**src/verilog/nccd_pkg.sv**
```systemverilog
// package: operation codes, lengths, cycle counts and skip figures for the decoder
package nccd_pkg;
    // operations decoded; opcode bit layouts are out of scope, so the core hands in an op id
    typedef enum logic [5:0] {
        OP_NOP, OP_CARRY_SET, OP_CARRY_CLEAR, OP_CARRY_INVERT,
        OP_IRQ_ON, OP_IRQ_OFF, OP_IDLE, OP_STOP,
        OP_MEM_BANK_SEL, OP_REG_BANK_SEL, OP_REF, OP_VECTOR_ENTRY,
        OP_CMP_R_IMM, OP_CMP_HL_IMM, OP_CMP_A_R, OP_CMP_A_HL, OP_CMP_EA_HL, OP_CMP_EA_RR,
        OP_LONG_JUMP, OP_PAGE_JUMP, OP_SHORT_JUMP, OP_JUMP_WX, OP_JUMP_EA,
        OP_LONG_CALL, OP_SHORT_CALL, OP_RET, OP_IRQ_RET, OP_RET_SKIP,
        OP_SWAP_DA, OP_SWAP_RA, OP_SWAP_IND, OP_SWAP_EA_DA, OP_SWAP_EA_RR, OP_SWAP_EA_HL,
        OP_SWAP_INC, OP_SWAP_DEC, OP_MOVE_1B, OP_MOVE_2B, OP_MOVE_PAIR_IMM,
        OP_FETCH_INC, OP_FETCH_DEC, OP_CODE_FETCH_WX, OP_CODE_FETCH_EA,
        OP_ROTATE_RC, OP_PUSH_PAIR, OP_POP_PAIR, OP_PUSH_BANKS, OP_POP_BANKS,
        OP_UNDEFINED
    } nccd_op_e;

    typedef enum logic [1:0] {
        SKC_NONE, SKC_EQUAL, SKC_CARRY, SKC_ALWAYS
    } nccd_skipcond_e;

    localparam logic [1:0] LEN_1 = 2'h1;
    localparam logic [1:0] LEN_2 = 2'h2;
    localparam logic [1:0] LEN_3 = 2'h3;
    localparam logic [2:0] CYC_1 = 3'h1;
    localparam logic [2:0] CYC_2 = 3'h2;
    localparam logic [2:0] CYC_3 = 3'h3;
    localparam logic [2:0] CYC_4 = 3'h4;
    localparam logic [2:0] SKIP_SHORT = 3'h1;   // skipped op of 1 or 2 bytes
    localparam logic [2:0] SKIP_LONG = 3'h2;    // skipped op of 3 bytes
    localparam logic [2:0] SKIP_REF = 3'h1;     // table reference always one cycle
    localparam int LONG_ADDR_W = 14;
    localparam int PAGE_ADDR_W = 12;
    localparam int SHORT_SUBROUTINE_CALL_ADDR_W = 11;
    localparam int PC_W = 14;
    localparam logic [13:0] PC_RESET = 14'h0000;
endpackage : nccd_pkg

```
**src/verilog/nccd_dec_if.sv**
```systemverilog
// interface: decode result passed from the table to the sequencer
`timescale 1ns/1ps
interface nccd_dec_if;
    logic [1:0] len;
    logic [2:0] cycles;
    nccd_pkg::nccd_skipcond_e skip_cond;
    logic valid;
    logic is_ref;
    modport table_side (output len, output cycles, output skip_cond, output valid,
        output is_ref);
    modport seq_side (input len, input cycles, input skip_cond, input valid, input is_ref);
endinterface : nccd_dec_if

```
**src/verilog/nccd_skip_calc.sv**
```systemverilog
// module: extra machine cycles needed to skip the following operation
`timescale 1ns/1ps
module nccd_skip_calc (
    input wire logic i_skip,
    input wire logic [1:0] i_next_len,
    input wire logic i_next_is_ref,
    output logic [2:0] o_penalty
);
    // a table reference is skipped in one cycle whatever it points at
    always_comb begin
        if (!i_skip) begin
            o_penalty = 3'h0;
        end else if (i_next_is_ref) begin
            o_penalty = nccd_pkg::SKIP_REF;
        end else if (i_next_len == nccd_pkg::LEN_3) begin
            o_penalty = nccd_pkg::SKIP_LONG;
        end else begin
            o_penalty = nccd_pkg::SKIP_SHORT;
        end
    end
endmodule : nccd_skip_calc

```
**src/verilog/nccd_table.sv**
```systemverilog
// module: length, cycle count and skip condition for each operation
`timescale 1ns/1ps
module nccd_table (
    input wire nccd_pkg::nccd_op_e i_op,
    nccd_dec_if.table_side o_dec
);
    // one row per operation; unlisted forms fall to the default and are refused
    always_comb begin
        o_dec.len = nccd_pkg::LEN_1;
        o_dec.cycles = nccd_pkg::CYC_1;
        o_dec.skip_cond = nccd_pkg::SKC_NONE;
        o_dec.valid = 1'b1;
        o_dec.is_ref = 1'b0;
        case (i_op)
            nccd_pkg::OP_NOP, nccd_pkg::OP_CARRY_SET, nccd_pkg::OP_CARRY_CLEAR,
            nccd_pkg::OP_CARRY_INVERT: begin
                o_dec.len = nccd_pkg::LEN_1;
                o_dec.cycles = nccd_pkg::CYC_1;
            end
            nccd_pkg::OP_IRQ_ON, nccd_pkg::OP_IRQ_OFF, nccd_pkg::OP_IDLE,
            nccd_pkg::OP_STOP, nccd_pkg::OP_VECTOR_ENTRY: begin
                o_dec.len = nccd_pkg::LEN_2;
                o_dec.cycles = nccd_pkg::CYC_2;
            end
            nccd_pkg::OP_MEM_BANK_SEL, nccd_pkg::OP_REG_BANK_SEL: begin
                o_dec.len = nccd_pkg::LEN_2;
                o_dec.cycles = nccd_pkg::CYC_2;
            end
            nccd_pkg::OP_REF: begin
                o_dec.len = nccd_pkg::LEN_1;
                o_dec.cycles = nccd_pkg::CYC_3;
                o_dec.is_ref = 1'b1;
            end
            nccd_pkg::OP_CMP_R_IMM, nccd_pkg::OP_CMP_HL_IMM, nccd_pkg::OP_CMP_A_R,
            nccd_pkg::OP_CMP_EA_HL, nccd_pkg::OP_CMP_EA_RR: begin
                o_dec.len = nccd_pkg::LEN_2;
                o_dec.cycles = nccd_pkg::CYC_2;
                o_dec.skip_cond = nccd_pkg::SKC_EQUAL;
            end
            nccd_pkg::OP_CMP_A_HL: begin
                o_dec.len = nccd_pkg::LEN_1;
                o_dec.cycles = nccd_pkg::CYC_1;
                o_dec.skip_cond = nccd_pkg::SKC_EQUAL;
            end
            nccd_pkg::OP_LONG_JUMP: begin
                o_dec.len = nccd_pkg::LEN_3;
                o_dec.cycles = nccd_pkg::CYC_3;
            end
            nccd_pkg::OP_PAGE_JUMP: begin
                o_dec.len = nccd_pkg::LEN_2;
                o_dec.cycles = nccd_pkg::CYC_2;
            end
            nccd_pkg::OP_SHORT_JUMP: begin
                o_dec.len = nccd_pkg::LEN_1;
                o_dec.cycles = nccd_pkg::CYC_2;
            end
            nccd_pkg::OP_JUMP_WX, nccd_pkg::OP_JUMP_EA: begin
                o_dec.len = nccd_pkg::LEN_2;
                o_dec.cycles = nccd_pkg::CYC_3;
            end
            nccd_pkg::OP_LONG_CALL: begin
                o_dec.len = nccd_pkg::LEN_3;
                o_dec.cycles = nccd_pkg::CYC_4;
            end
            nccd_pkg::OP_SHORT_CALL: begin
                o_dec.len = nccd_pkg::LEN_2;
                o_dec.cycles = nccd_pkg::CYC_3;
            end
            nccd_pkg::OP_RET, nccd_pkg::OP_IRQ_RET: begin
                o_dec.len = nccd_pkg::LEN_1;
                o_dec.cycles = nccd_pkg::CYC_3;
            end
            nccd_pkg::OP_RET_SKIP: begin
                o_dec.len = nccd_pkg::LEN_1;
                o_dec.cycles = nccd_pkg::CYC_3;
                o_dec.skip_cond = nccd_pkg::SKC_ALWAYS;
            end
            nccd_pkg::OP_SWAP_INC, nccd_pkg::OP_SWAP_DEC, nccd_pkg::OP_FETCH_INC,
            nccd_pkg::OP_FETCH_DEC: begin
                o_dec.len = nccd_pkg::LEN_1;
                o_dec.cycles = nccd_pkg::CYC_2;
                o_dec.skip_cond = nccd_pkg::SKC_CARRY;
            end
            nccd_pkg::OP_CODE_FETCH_WX, nccd_pkg::OP_CODE_FETCH_EA: begin
                o_dec.len = nccd_pkg::LEN_1;
                o_dec.cycles = nccd_pkg::CYC_3;
            end
            nccd_pkg::OP_ROTATE_RC, nccd_pkg::OP_SWAP_RA, nccd_pkg::OP_SWAP_IND,
            nccd_pkg::OP_MOVE_1B, nccd_pkg::OP_PUSH_PAIR,
            nccd_pkg::OP_POP_PAIR: begin
                o_dec.len = nccd_pkg::LEN_1;
                o_dec.cycles = nccd_pkg::CYC_1;
            end
            nccd_pkg::OP_PUSH_BANKS, nccd_pkg::OP_POP_BANKS, nccd_pkg::OP_MOVE_PAIR_IMM,
            nccd_pkg::OP_SWAP_DA, nccd_pkg::OP_SWAP_EA_DA, nccd_pkg::OP_SWAP_EA_RR,
            nccd_pkg::OP_SWAP_EA_HL, nccd_pkg::OP_MOVE_2B: begin
                o_dec.len = nccd_pkg::LEN_2;
                o_dec.cycles = nccd_pkg::CYC_2;
            end
            default: begin
                o_dec.valid = 1'b0;
            end
        endcase
    end
endmodule : nccd_table

```
**src/verilog/nccd_top.sv**
```systemverilog
// module: control-transfer decoder and machine-cycle sequencer of the nibble core
`timescale 1ns/1ps
module nccd_top (
    input wire logic I_REF_CLK,
    input wire logic I_RESETN,
    input wire logic I_CE,
    input wire logic I_MCYC_EN,
    input wire nccd_pkg::nccd_op_e I_OP,
    input wire logic I_OP_VALID,
    input wire logic [13:0] I_TARGET,
    input wire logic I_FLAG_MEM_BANK,
    input wire logic I_FLAG_REG_BANK,
    input wire logic I_CMP_EQUAL,
    input wire logic I_STEP_CARRY,
    input wire logic [1:0] I_NEXT_LEN,
    input wire logic I_NEXT_IS_REF,
    input wire logic I_WAKE,
    output logic O_OP_READY,
    output logic O_BUSY,
    output logic O_UNDEFINED,
    output logic [1:0] O_LEN,
    output logic [2:0] O_CYCLES,
    output logic O_SKIP,
    output logic [2:0] O_SKIP_CYCLES,
    output logic [13:0] O_PC,
    output logic O_PC_LOAD,
    output logic O_MEM_BANK_ENABLE,
    output logic O_REG_BANK_ENABLE,
    output logic O_IRQ_ENABLE,
    output logic O_CARRY,
    output logic O_IDLE,
    output logic O_STOP
);
    typedef enum logic [1:0] {
        ST_IDLE, ST_EXEC, ST_SKIP, ST_HALT
    } nccd_state_e;

    nccd_dec_if dec ();

    nccd_state_e state_q, state_d;
    nccd_pkg::nccd_op_e op_q;
    logic [2:0] cnt_q, cnt_d;
    logic [1:0] len_q;
    logic [2:0] cyc_q;
    logic skip_q;
    logic [2:0] skip_cyc_q;
    logic [13:0] pc_q;
    logic pc_load_q;
    logic mbe_q, rbe_q, irq_q, carry_q, idle_q, stop_q, undef_q;
    logic [2:0] penalty;

    nccd_table u_table (
        .i_op(I_OP),
        .o_dec(dec)
    );

    nccd_pkg::nccd_skipcond_e dec_skip_cond_q;

    // skip decision sampled at the last execute cycle, when flags are settled
    wire skip_hit = (op_q != nccd_pkg::OP_UNDEFINED) &&
        ((dec_skip_cond_q == nccd_pkg::SKC_ALWAYS) ||
         (dec_skip_cond_q == nccd_pkg::SKC_EQUAL && I_CMP_EQUAL) ||
         (dec_skip_cond_q == nccd_pkg::SKC_CARRY && I_STEP_CARRY));

    nccd_skip_calc u_skip (
        .i_skip(skip_hit),
        .i_next_len(I_NEXT_LEN),
        .i_next_is_ref(I_NEXT_IS_REF),
        .o_penalty(penalty)
    );

    // state only advances on a machine-cycle tick of the selected cpu clock
    wire tick = I_CE && I_MCYC_EN;
    wire accept = (state_q == ST_IDLE) && I_OP_VALID;
    wire last_exec = (state_q == ST_EXEC) && (cnt_q == 3'h1);
    wire last_skip = (state_q == ST_SKIP) && (cnt_q == 3'h1);

    assign O_OP_READY = (state_q == ST_IDLE);
    assign O_BUSY = (state_q != ST_IDLE);

    // sequencer next state
    always_comb begin
        state_d = state_q;
        cnt_d = cnt_q;
        case (state_q)
            ST_IDLE: begin
                if (I_OP_VALID && dec.valid) begin
                    state_d = ST_EXEC;
                    cnt_d = dec.cycles;
                end
            end
            ST_EXEC: begin
                if (cnt_q != 3'h1) begin
                    cnt_d = cnt_q - 3'h1;
                end else if (op_q == nccd_pkg::OP_STOP) begin
                    state_d = ST_HALT;
                end else if (penalty != 3'h0) begin
                    state_d = ST_SKIP;
                    cnt_d = penalty;
                end else begin
                    state_d = ST_IDLE;
                end
            end
            ST_SKIP: begin
                if (cnt_q != 3'h1) begin
                    cnt_d = cnt_q - 3'h1;
                end else begin
                    state_d = ST_IDLE;
                end
            end
            ST_HALT: begin
                if (I_WAKE) begin
                    state_d = ST_IDLE;
                end
            end
            default: begin
                state_d = ST_IDLE;
            end
        endcase
    end

    // sequencer registers
    always_ff @(posedge I_REF_CLK or negedge I_RESETN) begin
        if (!I_RESETN) begin
            state_q <= ST_IDLE;
            cnt_q <= 3'h0;
        end else if (tick) begin
            state_q <= state_d;
            cnt_q <= cnt_d;
        end
    end

    // latch the decode of the accepted operation so outputs hold during execution
    always_ff @(posedge I_REF_CLK or negedge I_RESETN) begin
        if (!I_RESETN) begin
            op_q <= nccd_pkg::OP_NOP;
            len_q <= 2'h0;
            cyc_q <= 3'h0;
            dec_skip_cond_q <= nccd_pkg::SKC_NONE;
            undef_q <= 1'b0;
        end else if (tick && accept) begin
            op_q <= dec.valid ? I_OP : nccd_pkg::OP_UNDEFINED;
            len_q <= dec.len;
            cyc_q <= dec.cycles;
            dec_skip_cond_q <= dec.skip_cond;
            undef_q <= !dec.valid;
        end
    end

    // skip result is held from the end of execution until the next accept
    always_ff @(posedge I_REF_CLK or negedge I_RESETN) begin
        if (!I_RESETN) begin
            skip_q <= 1'b0;
            skip_cyc_q <= 3'h0;
        end else if (tick && accept) begin
            skip_q <= 1'b0;
            skip_cyc_q <= 3'h0;
        end else if (tick && last_exec) begin
            skip_q <= skip_hit;
            skip_cyc_q <= penalty;
        end
    end

    // target width masks per transfer kind; high bits kept from current pc
    wire [13:0] long_tgt = I_TARGET[13:0];
    wire [13:0] page_tgt = {pc_q[13:12], I_TARGET[11:0]};
    wire [13:0] short_subroutine_call_tgt = {pc_q[13:11], I_TARGET[10:0]};
    wire is_long = (op_q == nccd_pkg::OP_LONG_JUMP) || (op_q == nccd_pkg::OP_LONG_CALL) ||
        (op_q == nccd_pkg::OP_VECTOR_ENTRY);
    wire is_page = (op_q == nccd_pkg::OP_PAGE_JUMP);
    wire is_short_subroutine_call = (op_q == nccd_pkg::OP_SHORT_CALL);
    wire is_rel = (op_q == nccd_pkg::OP_SHORT_JUMP) || (op_q == nccd_pkg::OP_JUMP_WX) ||
        (op_q == nccd_pkg::OP_JUMP_EA) || (op_q == nccd_pkg::OP_RET) ||
        (op_q == nccd_pkg::OP_IRQ_RET) || (op_q == nccd_pkg::OP_RET_SKIP);
    wire [13:0] pc_next = is_page ? page_tgt : (is_short_subroutine_call ? short_subroutine_call_tgt : long_tgt);
    wire pc_write = is_long || is_page || is_short_subroutine_call || is_rel;

    // program counter load on the last execute cycle of a transfer
    always_ff @(posedge I_REF_CLK or negedge I_RESETN) begin
        if (!I_RESETN) begin
            pc_q <= nccd_pkg::PC_RESET;
            pc_load_q <= 1'b0;
        end else if (I_CE) begin
            pc_load_q <= tick && last_exec && pc_write;
            if (tick && last_exec && pc_write) begin
                pc_q <= pc_next;
            end
        end
    end

    // cpu control flags; irq and carry edits take effect at the end of execution
    always_ff @(posedge I_REF_CLK or negedge I_RESETN) begin
        if (!I_RESETN) begin
            mbe_q <= 1'b0;
            rbe_q <= 1'b0;
            irq_q <= 1'b0;
            carry_q <= 1'b0;
        end else if (tick && last_exec) begin
            case (op_q)
                nccd_pkg::OP_VECTOR_ENTRY: begin
                    mbe_q <= I_FLAG_MEM_BANK;
                    rbe_q <= I_FLAG_REG_BANK;
                end
                nccd_pkg::OP_CARRY_SET: carry_q <= 1'b1;
                nccd_pkg::OP_CARRY_CLEAR: carry_q <= 1'b0;
                nccd_pkg::OP_CARRY_INVERT: carry_q <= !carry_q;
                nccd_pkg::OP_IRQ_ON: irq_q <= 1'b1;
                nccd_pkg::OP_IRQ_OFF: irq_q <= 1'b0;
                default: begin
                end
            endcase
        end
    end

    // power modes: idle lasts until wake, stop follows its two cycles
    always_ff @(posedge I_REF_CLK or negedge I_RESETN) begin
        if (!I_RESETN) begin
            idle_q <= 1'b0;
            stop_q <= 1'b0;
        end else if (I_CE) begin
            if (I_WAKE) begin
                idle_q <= 1'b0;
                stop_q <= 1'b0;
            end else if (tick && last_exec && op_q == nccd_pkg::OP_IDLE) begin
                idle_q <= 1'b1;
            end else if (tick && last_exec && op_q == nccd_pkg::OP_STOP) begin
                stop_q <= 1'b1;
            end
        end
    end

    assign O_UNDEFINED = undef_q;
    assign O_LEN = len_q;
    assign O_CYCLES = cyc_q;
    assign O_SKIP = skip_q;
    assign O_SKIP_CYCLES = skip_cyc_q;
    assign O_PC = pc_q;
    assign O_PC_LOAD = pc_load_q;
    assign O_MEM_BANK_ENABLE = mbe_q;
    assign O_REG_BANK_ENABLE = rbe_q;
    assign O_IRQ_ENABLE = irq_q;
    assign O_CARRY = carry_q;
    assign O_IDLE = idle_q;
    assign O_STOP = stop_q;
endmodule : nccd_top
```
**config.mk**
```make
export PLATFORM = sky130hd
export DESIGN_NAME = nccd_top
export DESIGN_NICKNAME = d
export VERILOG_FILES = /design/src/verilog/nccd_pkg.sv /design/src/verilog/nccd_dec_if.sv /design/src/verilog/nccd_skip_calc.sv /design/src/verilog/nccd_table.sv /design/src/verilog/nccd_top.sv
export SDC_FILE = /design/constraint.sdc
export NUM_CORES = 1
export LEC_CHECK = 0
export BUFFER_PORTS_ARGS = -buffer_cell sky130_fd_sc_hd__clkbuf_2
export CAP_MARGIN = 5
export CORE_MARGIN = 10
export CORE_UTILIZATION = 40
export DETAILED_ROUTE_END_ITERATION = 7
export GPL_TIMING_DRIVEN = 1
export PLACE_DENSITY = 0.63
export SYNTH_ARGS = -nofsm -noshare
export SYNTH_HDL_FRONTEND = slang
export SYNTH_HIERARCHICAL = 1
export SYNTH_SLANG_ARGS = --single-unit
```
**constraint.sdc**
```tcl
create_clock -name I_REF_CLK -period 2.4 [get_ports I_REF_CLK]
set_clock_uncertainty 0.1 [all_clocks]
set_input_delay 0.48 -clock I_REF_CLK [delete_from_list [all_inputs] [get_ports I_REF_CLK]]
set_output_delay 0.48 -clock I_REF_CLK [all_outputs]
set_load 0.03 [all_outputs]
```
==> out/metrics.yaml <==
detailed_routing:
  dr.pass1.iters: 4
  drcViolationCount: 0
  wire_per_inst_um: 15.9
  drt_iter0_markers: 85
  num_vias: 2205
  viasPerCell: 5.31
  antenna_left: 0
  drt-total-wl_um: 6590
worst_hold_path:
  min_path_type: "primary input to register"
setup_path:
  crit_path_top_delay_cell: "dfrtp_1"
  worst-setup-path-type: "register to register"
  cp_max_fo: 4
  cp_top_family: "simple AND/OR/NAND/NOR gates"
  critPathRequiredTime_ns: 2.49
  cp-start-kind: "register"
  cpPeakStageDelay_ns: 0.41
  end_kind: "register"
  path_cells: "inv_1 > ha_1 > and3b_2 > nand3_2 > a311o_1 > or2_1 > mux2_4"
  worstPathArrival_ns: 2.34
  path_buf_inv: 1
timing:
  drv_slew: 0
  hold_viol: 0
  final.setup.tns_ns: 0
  max_slew_margin_pct: 65.2
  fin_crit_ns: 2.25
  worst_pin_slew_ns: 0.514
  fin_ws_ns: 0.149
  fmax_mhz: 444
  setup-violations-final: 0
  rsz0062_at_grt: "no"
  period_share_pct: 93.8
finish:
  final_common_cell: "clkbuf_2"
  finalNonFillerCells: 415
  layout_common_cells: "clkbuf_2 (65), dfrtp_1 (44), nand2_1 (29)"
  finish.net_count: 377
  antennaDiodeCount: 0
  final_core_util_pct: 50.4
  layout-area-overhead-vs-synth_pct: 23.3
  drive_gt1_share_pct: 37.0
place:
  place_congestion: 0.883
  hpwl_um: 5130
  pre_cts_ws_ns: 0.0707
  io_buffers: 65
  dpl.cell_count: 406
synth:
  ys_warn_count: 6
  syn_area_per_cell_um2: 9.83
  netlist_area_um2: 2560
  synth.net_count: 301
  synth_cells: 261
clock_tree:
  cts_tree: "yes"
  htreeDepth: 2
  clock-sinks: 44
  postCtsSetupBuffers: 0
  clk_pin_slew_ns: 0.09
  cts_made_buffers: 5
  clk_latency_ns: 0.30
  root_buffer: "clkbuf_8"
  clock_path_buffers: 2
floorplanning:
  die_w_um: 100
  dieArea_um2: 10000
  rows: 29
  core_area_um2: 6280
  initial_utilization_pct: 40.9
  io_pins: 66
  die_h_um: 100
status:
  outcome: "completed"
power:
  p_total_w: 0.00291
  vdd_drop_max_mv: 0.515
  powerDensity_nw_per_um2: 921
  leakage_nw: 1.56
grt:
  grt_max_degree: 26
  grt-ovfl-total: 0
  grt_pass1_wl_um: 11000
  grt.total_usage_pct: 13.0
  antenna_found_initial: 0
  first_global_vias: 2214
job:
  maxCapViolations: 0
## timing repair
action                                 CTS  global route
gates resized for setup                  0             3
endpoints found under the hold margin    6             0
setup endpoints to repair                0             3
hold buffers                             1             0
## through the flow
stage	hold WS [ns]	area (um^2)
5_1_grt	0.300	3160
3_5_place_dp	0.324	3020
2_1_floorplan	0.0844	2560
3_3_place_gp	0.319	3020
6_report	0.293	3160
4_1_cts	0.285	3140
## final timing paths
kind | slack (ns) | endpoint | from | depth (start not counted)
worst max-delay path | 0.15 | O_PC[13] | state_q[1] | 7
worst min-delay path | 0.29 | O_IDLE | I_WAKE | 2
worst max register to register | 0.15 | O_PC[13] | state_q[1] | 7
worst min register to register | 0.40 | O_UNDEFINED | O_UNDEFINED | 2
max in group asynchronous | 1.04 | O_LEN[0] | I_RESETN | 3
min in group asynchronous | 0.55 | O_REG_BANK_ENABLE | I_RESETN | 2
## metal layers
layer	wire (um)	up-vias	global-route usage, %
li1	-	1089	-
met1	3030	1037	16.3
met2	2890	69	20.1
met3	551	10	4.53
met4	115	0	5.11
met5	0	-	0
## power by group
| part | internal, W | switching [W] | leakage (nW) |
|---|---|---|---|
| Clock | 0.000314 | 0.000272 | 0.0548 |
| Combinational | 0.000488 | 0.000765 | 0.923 |
| Sequential | 0.000937 | 0.000135 | 0.586 |
## worst reg2reg max path, stage by stage, from the launching register on
cell	delay, ns
dfrtp_1	0.41
inv_1	0.13
ha_1	0.18
and3b_2	0.24
nand3_2	0.12
a311o_1	0.37
or2_1	0.29
mux2_4	0.31
## layout make-up
class	count	area, um^2
repair buffers	82	455
fillers	597	3120
clock buffers	5	68.8
flip-flops and latches	44	1100
well taps	77	96.3
clock inverters	3	46.3
inverters	13	48.8
multi-input cells	191	1350
## sequential cells by signal, indices dropped and copies added, names as in the netlist
register and cells:
O_PC 14, op_q 6, O_CYCLES 3, O_SKIP_CYCLES 3, cnt_q 3, O_LEN 2, dec_skip_cond_q 2, state_q 2
O_CARRY 1, O_IDLE 1, O_IRQ_ENABLE 1, O_MEM_BANK_ENABLE 1, O_PC_LOAD 1, O_REG_BANK_ENABLE 1, O_SKIP 1, O_STOP 1
O_UNDEFINED 1
(Power assumes the default switching activity.)
